==> config.mk <==
export PLATFORM = sky130hd
export DESIGN_NAME = dacs_sequencer
export DESIGN_NICKNAME = d
export VERILOG_FILES = /design/src/dacs_pkg.sv /design/src/dacs_arbiter.sv /design/src/dacs_sequencer.sv
export VERILOG_INCLUDE_DIRS = /design/src
export SDC_FILE = /design/constraint.sdc
export NUM_CORES = 2
export LEC_CHECK = 0
export BUFFER_PORTS_ARGS = -buffer_cell sky130_fd_sc_hd__buf_2
export CAP_MARGIN = 10
export CORE_AREA = 2 2 360 718
export DETAILED_ROUTE_END_ITERATION = 12
export DIE_AREA = 0 0 362 720
export SLEW_MARGIN = 20
export SYNTH_ARGS = -nofsm -noshare
export SYNTH_HDL_FRONTEND = slang
export SYNTH_SLANG_ARGS = --single-unit
==> constraint.sdc <==
create_clock -name clk_in -period 6.9 [get_ports clk_in]
set_input_delay 0.69 -clock clk_in [delete_from_list [all_inputs] [get_ports clk_in]]
set_output_delay 0.69 -clock clk_in [all_outputs]
set_load 0.005 [all_outputs]
==> src/dacs_params.svh <==
// Constants for the dual converter conversion sequencer
`ifndef DACS_PARAMS_SVH
`define DACS_PARAMS_SVH

`define DACS_NUM_CONV 2
`define DACS_NUM_CHAN 16
`define DACS_NUM_PAIR 8
`define DACS_NUM_EXT_TRIG 8
`define DACS_NUM_EOC 8
`define DACS_RES_W 12
`define DACS_CTL_W 13
`define DACS_WIN_LSB 0
`define DACS_WIN_W 6
`define DACS_TRIG_LSB 6
`define DACS_TRIG_W 3
`define DACS_INSEL_LSB 9
`define DACS_INSEL_W 4
`define DACS_WIN_MIN_CLK 7
`define DACS_WIN_MAX_CLK 64
`define DACS_WIN_MIN_LIM 6'h06
`define DACS_ITS_EXT 2'h0
`define DACS_ITS_INT1 2'h1
`define DACS_ITS_INT2 2'h2
`define DACS_MUX_A_LAST 3'h5
`define DACS_MUX_B_LAST 3'h6
`define DACS_LOW_REF_SEL 3'h6
`define DACS_MAP_W 5
`define DACS_MAP_EN_BIT 4
`define DACS_PRIO_W 5
`define DACS_REG_CHAN_CTL 3'h0
`define DACS_REG_PAIRING 3'h1
`define DACS_REG_ITS_LO 3'h2
`define DACS_REG_ITS_HI 3'h3
`define DACS_REG_PRIO 3'h4
`define DACS_REG_EOC_MAP 3'h5
`define DACS_CTL_RST 13'h0000
`define DACS_PAIRING_RST 8'h00
`define DACS_PRIO_RST 5'h00

`endif

==> src/dacs_pkg.sv <==
// Types for the dual converter conversion sequencer
`include "dacs_params.svh"
package dacs_pkg;
	typedef enum logic [2:0] {
		DACS_IDLE,
		DACS_SAMPLE,
		DACS_CONV_FIRST,
		DACS_CONV_SECOND
	} dacs_phase_t;

	typedef struct packed {
		dacs_phase_t phase;
		logic [`DACS_NUM_CHAN-1:0][`DACS_CTL_W-1:0] chan_ctl;
		logic [`DACS_NUM_PAIR-1:0] pairing;
		logic [`DACS_NUM_CHAN-1:0][1:0] its;
		logic [`DACS_PRIO_W-1:0] prio;
		logic [`DACS_NUM_EOC-1:0][`DACS_MAP_W-1:0] eoc_map;
		logic [`DACS_NUM_CHAN-1:0][`DACS_RES_W-1:0] result;
		logic [`DACS_NUM_CHAN-1:0] pending;
		logic [`DACS_NUM_CHAN-1:0] written;
		logic [`DACS_NUM_EXT_TRIG-1:0] ext_prev;
		logic [3:0] cur_chan;
		logic cur_simul;
		logic cur_group;
		logic [`DACS_WIN_W-1:0] win_cnt;
		logic [`DACS_WIN_W-1:0] win_lim;
		logic [3:0] rr_last;
		logic [2:0] mux_a;
		logic [2:0] mux_b;
		logic sh_a;
		logic sh_b;
		logic conv_start;
		logic conv_group;
		logic [`DACS_NUM_EOC-1:0] eoc_flag;
		logic [`DACS_NUM_EOC-1:0] eoc_pulse;
	} dacs_conv_t;

	typedef struct packed {
		logic [`DACS_RES_W-1:0] rd_data;
		logic rd_valid;
		logic cfg_denied;
		logic [`DACS_NUM_EOC-1:0] eoc_master;
		logic [`DACS_NUM_EOC-1:0] eoc_control;
	} dacs_top_t;
endpackage : dacs_pkg

==> src/dacs_arbiter.sv <==
// Picks the next pending channel: fixed priority block, then round robin
`timescale 1ns/1ns
`default_nettype none
module dacs_arbiter
	import dacs_pkg::*;
(
	// Requests and priority setting
	input wire logic [15:0] request_in,
	input wire logic [4:0] prio_in,
	input wire logic [3:0] rr_last_in,
	// Grant
	output logic grant_valid_out,
	output logic [3:0] grant_idx_out
);
	logic [3:0] idx;

	always_comb begin
		grant_valid_out = 1'b0;
		grant_idx_out = 4'h0;
		idx = 4'h0;
		// Round robin among channels above the fixed block, next after last served
		for (int k = 16; k >= 1; k--) begin
			idx = rr_last_in + 4'(k);
			if (request_in[idx] && ({1'b0, idx} >= prio_in)) begin
				grant_valid_out = 1'b1;
				grant_idx_out = idx;
			end
		end
		// Fixed block always beats round robin; lowest index first
		for (int i = 15; i >= 0; i--) begin
			if (request_in[i] && (5'(i) < prio_in)) begin
				grant_valid_out = 1'b1;
				grant_idx_out = 4'(i);
			end
		end
	end
endmodule : dacs_arbiter
`default_nettype wire

==> src/dacs_sequencer.sv <==
// Dual converter conversion sequencer: triggers, arbitration, sampling, results, EOC
`include "dacs_params.svh"
`timescale 1ns/1ns
`default_nettype none
module dacs_sequencer
	import dacs_pkg::*;
#(
	parameter int CHANNELS = 16,
	parameter int EOC_LINES = 8
)
(
	// Clock and reset
	input wire logic clk_in,
	input wire logic rst_n_in,
	// Configuration write port
	input wire logic cfg_wr_in,
	input wire logic cfg_from_control_in,
	input wire logic cfg_conv_in,
	input wire logic [2:0] cfg_reg_in,
	input wire logic [3:0] cfg_index_in,
	input wire logic [15:0] cfg_data_in,
	output logic cfg_denied_out,
	// Result read port, open to every requester
	input wire logic rd_en_in,
	input wire logic rd_conv_in,
	input wire logic [3:0] rd_index_in,
	output logic [11:0] rd_data_out,
	output logic rd_valid_out,
	// Start-of-conversion triggers from the control subsystem
	input wire logic [7:0] ext_trig_in,
	// EOC interrupt acknowledge, one mask per converter
	input wire logic [1:0][7:0] eoc_ack_in,
	// Analog core handshake per converter
	input wire logic [1:0] conv_done_in,
	input wire logic [1:0][11:0] conv_data_in,
	output logic [1:0] conv_start_out,
	output logic [1:0] conv_group_out,
	output logic [1:0][2:0] mux_a_sel_out,
	output logic [1:0][2:0] mux_b_sel_out,
	output logic [1:0] sh_a_sample_out,
	output logic [1:0] sh_b_sample_out,
	// Status
	output logic [1:0] busy_out,
	output logic [1:0][7:0] eoc_flag_out,
	output logic [7:0] eoc_master_out,
	output logic [7:0] eoc_control_out
);
	// Refused at elaboration: the decode below is sized for the documented counts only
	if (CHANNELS != `DACS_NUM_CHAN || EOC_LINES != `DACS_NUM_EOC) begin : gen_bad_cfg
		$error("dacs_sequencer: only 16 channels and 8 EOC lines are supported");
	end

	// Clamp a mux code to the last valid input of its group
	function automatic logic [2:0] dacs_clamp_sel(input logic [2:0] v, input logic [2:0] last);
		dacs_clamp_sel = (v > last) ? last : v;
	endfunction : dacs_clamp_sel

	// Window field holds clocks minus one; below the minimum it is raised to it
	function automatic logic [5:0] dacs_win_lim(input logic [12:0] ctl);
		logic [5:0] w;
		w = ctl[`DACS_WIN_LSB +: `DACS_WIN_W];
		dacs_win_lim = (w < `DACS_WIN_MIN_LIM) ? `DACS_WIN_MIN_LIM : w;
	endfunction : dacs_win_lim

	logic [1:0][15:0][11:0] res_w;
	logic [1:0][7:0] flag_w;

	genvar g;
	generate
		for (g = 0; g < `DACS_NUM_CONV; g++) begin : gen_conv
			dacs_conv_t s;
			dacs_conv_t next_s;
			logic [15:0] req;
			logic grant_valid;
			logic [3:0] grant_idx;
			logic [7:0] ext_rise;
			logic [12:0] ctl;
			logic [2:0] insel;
			logic [3:0] even_chan;
			logic cfg_hit;

			// Odd channel of a simultaneous pair never requests
			always_comb begin
				for (int c = 0; c < 16; c++) begin
					req[c] = s.pending[c] && !((c % 2 == 1) && s.pairing[c/2]);
				end
			end

			dacs_arbiter u_arb (
				.request_in(req),
				.prio_in(s.prio),
				.rr_last_in(s.rr_last),
				.grant_valid_out(grant_valid),
				.grant_idx_out(grant_idx)
			);

			always_comb begin
				next_s = s;
				ctl = s.chan_ctl[grant_idx];
				insel = ctl[`DACS_INSEL_LSB +: 3];
				even_chan = {s.cur_chan[3:1], 1'b0};
				ext_rise = ext_trig_in & ~s.ext_prev;
				cfg_hit = cfg_wr_in && cfg_from_control_in && (cfg_conv_in == 1'(g));
				next_s.conv_start = 1'b0;
				next_s.written = '0;
				next_s.eoc_pulse = '0;
				next_s.ext_prev = ext_trig_in;

				if (cfg_hit) begin
					case (cfg_reg_in)
						`DACS_REG_CHAN_CTL: begin
							next_s.chan_ctl[cfg_index_in] = cfg_data_in[12:0];
						end
						`DACS_REG_PAIRING: begin
							next_s.pairing = cfg_data_in[7:0];
						end
						`DACS_REG_ITS_LO: begin
							for (int c = 0; c < 8; c++) begin
								next_s.its[c] = cfg_data_in[2*c +: 2];
							end
						end
						`DACS_REG_ITS_HI: begin
							for (int c = 0; c < 8; c++) begin
								next_s.its[c+8] = cfg_data_in[2*c +: 2];
							end
						end
						`DACS_REG_PRIO: begin
							next_s.prio = cfg_data_in[4:0];
						end
						`DACS_REG_EOC_MAP: begin
							next_s.eoc_map[cfg_index_in[2:0]] = cfg_data_in[4:0];
						end
						default: begin
						end
					endcase
				end

				case (s.phase)
					DACS_IDLE: begin
						if (grant_valid) begin
							next_s.pending[grant_idx] = 1'b0;
							next_s.cur_chan = grant_idx;
							next_s.cur_simul = s.pairing[grant_idx[3:1]];
							next_s.cur_group = ctl[`DACS_INSEL_LSB + 3];
							next_s.rr_last = grant_idx;
							next_s.win_cnt = '0;
							next_s.win_lim = dacs_win_lim(ctl);
							next_s.phase = DACS_SAMPLE;
							if (s.pairing[grant_idx[3:1]]) begin
								// Both S/H units sample the paired inputs together
								next_s.mux_a = dacs_clamp_sel(insel, `DACS_MUX_A_LAST);
								next_s.mux_b = dacs_clamp_sel(insel, `DACS_MUX_A_LAST);
								next_s.sh_a = 1'b1;
								next_s.sh_b = 1'b1;
							end else if (ctl[`DACS_INSEL_LSB + 3]) begin
								next_s.mux_b = dacs_clamp_sel(insel, `DACS_MUX_B_LAST);
								next_s.sh_b = 1'b1;
							end else begin
								next_s.mux_a = dacs_clamp_sel(insel, `DACS_MUX_A_LAST);
								next_s.sh_a = 1'b1;
							end
						end
					end
					DACS_SAMPLE: begin
						next_s.win_cnt = s.win_cnt + 6'h01;
						if (s.win_cnt == s.win_lim) begin
							next_s.sh_a = 1'b0;
							next_s.sh_b = 1'b0;
							next_s.conv_start = 1'b1;
							next_s.conv_group = s.cur_simul ? 1'b0 : s.cur_group;
							next_s.phase = DACS_CONV_FIRST;
						end
					end
					DACS_CONV_FIRST: begin
						if (conv_done_in[g]) begin
							if (s.cur_simul) begin
								next_s.result[even_chan] = conv_data_in[g];
								next_s.written[even_chan] = 1'b1;
								// Single converter: second held sample follows at once
								next_s.conv_start = 1'b1;
								next_s.conv_group = 1'b1;
								next_s.phase = DACS_CONV_SECOND;
							end else begin
								next_s.result[s.cur_chan] = conv_data_in[g];
								next_s.written[s.cur_chan] = 1'b1;
								next_s.phase = DACS_IDLE;
							end
						end
					end
					DACS_CONV_SECOND: begin
						if (conv_done_in[g]) begin
							next_s.result[{s.cur_chan[3:1], 1'b1}] = conv_data_in[g];
							next_s.written[{s.cur_chan[3:1], 1'b1}] = 1'b1;
							next_s.phase = DACS_IDLE;
						end
					end
					default: begin
						next_s.phase = DACS_IDLE;
					end
				endcase

				// Flags follow the stored result by one cycle; set wins over acknowledge
				for (int e = 0; e < 8; e++) begin
					if (eoc_ack_in[g][e]) begin
						next_s.eoc_flag[e] = 1'b0;
					end
					if (s.eoc_map[e][`DACS_MAP_EN_BIT] && s.written[s.eoc_map[e][3:0]]) begin
						next_s.eoc_flag[e] = 1'b1;
						next_s.eoc_pulse[e] = 1'b1;
					end
				end

				// Triggers after the grant so a new trigger is not lost to the clear
				for (int c = 0; c < 16; c++) begin
					if (!((c % 2 == 1) && s.pairing[c/2])) begin
						case (s.its[c])
							`DACS_ITS_EXT: begin
								if (ext_rise[s.chan_ctl[c][`DACS_TRIG_LSB +: `DACS_TRIG_W]]) begin
									next_s.pending[c] = 1'b1;
								end
							end
							`DACS_ITS_INT1: begin
								if (s.eoc_pulse[0]) begin
									next_s.pending[c] = 1'b1;
								end
							end
							`DACS_ITS_INT2: begin
								if (s.eoc_pulse[1]) begin
									next_s.pending[c] = 1'b1;
								end
							end
							default: begin
							end
						endcase
					end
				end
			end

			always_ff @(posedge clk_in or negedge rst_n_in) begin
				if (!rst_n_in) begin
					s <= '0;
				end else begin
					s <= next_s;
				end
			end

			assign res_w[g] = s.result;
			assign flag_w[g] = s.eoc_flag;
			assign conv_start_out[g] = s.conv_start;
			assign conv_group_out[g] = s.conv_group;
			assign mux_a_sel_out[g] = s.mux_a;
			assign mux_b_sel_out[g] = s.mux_b;
			assign sh_a_sample_out[g] = s.sh_a;
			assign sh_b_sample_out[g] = s.sh_b;
			assign busy_out[g] = (s.phase != DACS_IDLE);
			assign eoc_flag_out[g] = s.eoc_flag;
		end
	endgenerate

	dacs_top_t t;
	dacs_top_t next_t;

	always_comb begin
		next_t = t;
		next_t.rd_valid = rd_en_in;
		if (rd_en_in) begin
			next_t.rd_data = res_w[rd_conv_in][rd_index_in];
		end
		next_t.cfg_denied = cfg_wr_in && !cfg_from_control_in;
		// Both converters' lines are ANDed, as the shared interrupt fabric does
		next_t.eoc_master = flag_w[0] & flag_w[1];
		next_t.eoc_control = flag_w[0] & flag_w[1];
	end

	always_ff @(posedge clk_in or negedge rst_n_in) begin
		if (!rst_n_in) begin
			t <= '0;
		end else begin
			t <= next_t;
		end
	end

	assign rd_data_out = t.rd_data;
	assign rd_valid_out = t.rd_valid;
	assign cfg_denied_out = t.cfg_denied;
	assign eoc_master_out = t.eoc_master;
	assign eoc_control_out = t.eoc_control;
endmodule : dacs_sequencer
`default_nettype wire

==> run metrics <==
FP Rows=about 260; Syn Nets=5,402; wire length per cell=about 27 um; PwrDens=approximately 350 mW/mm^2; RR Startpoint=gen_conv[0].s[27]; Synth top area share=45.13%; drt pass-1 iters=8; Slew Limit Fails=0; Reg2Reg Depth=20; fin area=about 0.07 mm^2; number of port buffers=151; post-synthesis instance total=between 5,000 and 6,000; Tmin final=6.544 ns; synthesized area=0.06343 mm^2; Avg Cell Area, Syn=12.38 um^2; Syn. warnings=0; initial DRC count=2,967; GRT Overall Usage=17.24%; largest cells by area after synthesis=dfrtp_1 45%, mux2_2 16%, mux4_2 11%; buffer and inverter count on the worst path=3; critical path peak fanout=24; first-pass GRT wire length=331.1 mm; sequential-to-total area share from yosys stat=45.13%; Setup WS pre-CTS=0.4566 ns; Power Total=~0.025 W; post-synth top area cell=dfrtp_1; Die Height=just over 700 um; startpoint types=flip-flop; dpl hpwl=166.9 mm; start point of the worst hold path=ext_trig_in[7]; H-tree levels=3; pin count of the biggest net entering global routing=201; area of the multi-input gates=~0.033 mm^2; Worst-path clk slew=0.07 ns; share of cells above drive strength 1=35.65%; vias in the first global route=47,370; full die area=between 0.2 and 0.3 mm^2; crit share post-route=approximately 95%; hold_buf cts=1; total core area=about 0.25 mm^2; number of synthesized flops with an enable pin=0; io pins=152; DP Area=~0.068 mm^2; routed via count=44,510; Layout area overhead=13.43%; ys flop type=dfrtp_1; post-CTS sizing=0; worst path cell trace=inv_2 -> ha_1 -> ha_1 -> nand2_1 -> o21ai_0 -> a21oi_1 -> a311oi_2 -> buf_4 -> nor3_1 -> and4_1 -> o31ai_1 -> a41oi_1 -> nor3_4 -> buf_12 -> mux2i_1 -> mux2i_1 -> a22oi_1 -> and2_1 -> o21ai_1 -> mux2_1; Post-synth ARST share=100.0%; final setup margin=0.3564 ns; # fillers=~26,000; Least-Margin Pin Slew=between 1 and 1.5 ns; outcome=complete, no violations; nets=5,455; Peak supply drop=0.2282 mV; CTS tree=done; unrepaired setup endpoints after global routing=no; Clock Latency Late Sink=approximately 0.77 ns; max incr delay on CP=0.78 ns; gpl congestion=around 1; clock tree root driver cell=clkbuf_16; CTS sink cnt=1,144; # setup viols final=0; Leak=32.23 nW; Slew headroom=18.99%; post-CTS setup buffers=0; Yosys reg bits=between 1,000 and 1,500; Vias/cell=5.192; ANT nets after route=0; final hold violations=0; number of remaining DRC errors=0; synth unique cells=127; gr ovfl total=0; CP Capture Type=flip-flop; Initial Util=24.90%; total CTS buffers=about 110; end of the worst hold path=gen_conv[1].s[55]; WL final=227.9 mm; FMAX=0.1528 GHz; Die W=362 um; Crit path max-delay family=compound AO/OA/AOI/OAI gates; number of max-cap violations=0; CP Class=flip-flop to flip-flop; Sequential cell area=0.02863 mm^2; CP arrival=7.15 ns; r2r endpoint=mux_a_sel_out[0]; final setup TNS=0 ns; skew final=0.07656 ns; hold depth=1; worst min path class=input pin to flip-flop; clock tree buffer depth=3; critical path required time=7.50 ns; R2R setup slack=0.36 ns; highest-delay cell along the critical path=o21ai_0; WHS=0.1037 ns; antenna violations before repair=21
==> worst max-delay path by stage <==
| stage | start | to | slack (ns) | cells past startpoint |
|---|---|---|---|---|
| after floorplan | gen_conv[0].s[27] | sh_b_sample_out[0] | 1.41 | 23 |
| after global placement | gen_conv[0].s[27] | mux_a_sel_out[0] | 0.45 | 20 |
| after detailed placement | gen_conv[0].s[322] | mux_a_sel_out[0] | 0.46 | 20 |
| after CTS | gen_conv[0].s[322] | mux_a_sel_out[0] | 0.46 | 20 |
| after global routing | gen_conv[0].s[27] | sh_b_sample_out[0] | 0.07 | 19 |
| final | gen_conv[0].s[27] | mux_a_sel_out[0] | 0.36 | 20 |
==> routing by layer <==
metal  wire length, um  track usage [%]  vias up
met4             19950            13.01       14
li1                  -                -    18970
met5                92                0        -
met2            122000            32.30     1708
met1             74160            16.65    23060
met3             11740            2.966      764
==> registers in the layout (all words and copies together), names as in the netlist, 6 cells and up <==
name,cells
mux_b_sel_out,6
mux_a_sel_out,6
gen_conv.s,1070
eoc_flag_out,16
eoc_control_out,8
rd_data_out,12
gen_conv.req,16
==> logic make-up after synthesis <==
kind of cell / synth area share [%]
AO/OA/AOI/OAI: 8.774
buffers and inverters: 3.778
AND/OR/NAND/NOR: 7.589
XOR/XNOR: 0.6628
multiplexers: 30.22
adder cells (fa/ha/maj): 3.847
flip-flops: 45.13
==> layout by cell type, fill, tap and decap left out, drive strengths merged, types with 29 or more instances in the layout <==
master,netlist,final
nand2,442,442
inv,152,160
a21oi,154,154
o21ai,253,253
a221oi,40,40
ha,195,195
and2,59,59
mux2i,145,145
buf,150,324
dfrtp,1144,1144
a211o,29,29
nor2,202,202
nor3,37,37
nand3,106,106
nor2b,46,46
mux4,315,315
clkbuf,233,155
mux2,936,936
==> synthesized netlist by cell type (29+ instances only) <==
master    count
a211o_1      29
a21oi_1     152
a221oi_1     39
and2_1       57
buf_1        53
buf_4        58
clkbuf_1    233
dfrtp_1    1144
ha_1        195
inv_1       140
mux2_2      924
mux2i_1     136
mux4_2      312
nand2_1     435
nand3_1     104
nor2_1      196
nor2b_1      44
nor3_1       32
o21ai_0     232
==> stage by stage <==
| stage | cells | util [%] |
|---|---|---|
| 3_3_place_gp | 8363 | 26.67 |
| 4_1_cts | 8567 | 28.22 |
| 5_1_grt | 8569 | 28.24 |
| 6_report | 8573 | 28.25 |
| 3_5_place_dp | 8363 | 26.67 |
| 2_1_floorplan | 5123 | - |
==> layout make-up <==
class                   count  share of cell area (%)
multi-input cells        3443                   45.17
flip-flops and latches   1144                   39.79
well taps                3300                   5.739
clock buffers             155                   4.393
repair buffers            325                   3.005
clock inverters            48                   1.068
inverters                 153                  0.8122
diodes                      5                 0.01739
==> worst reg2reg max path, delay by kind of cell (launching register included) <==
family,cells,cell delay [ns]
compound gates,7,2.78
fa+ha+maj,2,1.03
buf+inv,3,0.62
flops,1,0.35
mux,3,0.67
simple gates,5,0.99
==> report_power, final <==
group | internal, W | total, W | switching, W
combinational | 0.00392 | 0.0104 | 0.00648
clock | 0.00372 | 0.00660 | 0.00287
sequential | 0.00761 | 0.00838 | 0.000770
total | 0.0153 | 0.0254 | 0.0101
No activity file was read; power rests on OpenSTA's default activity.
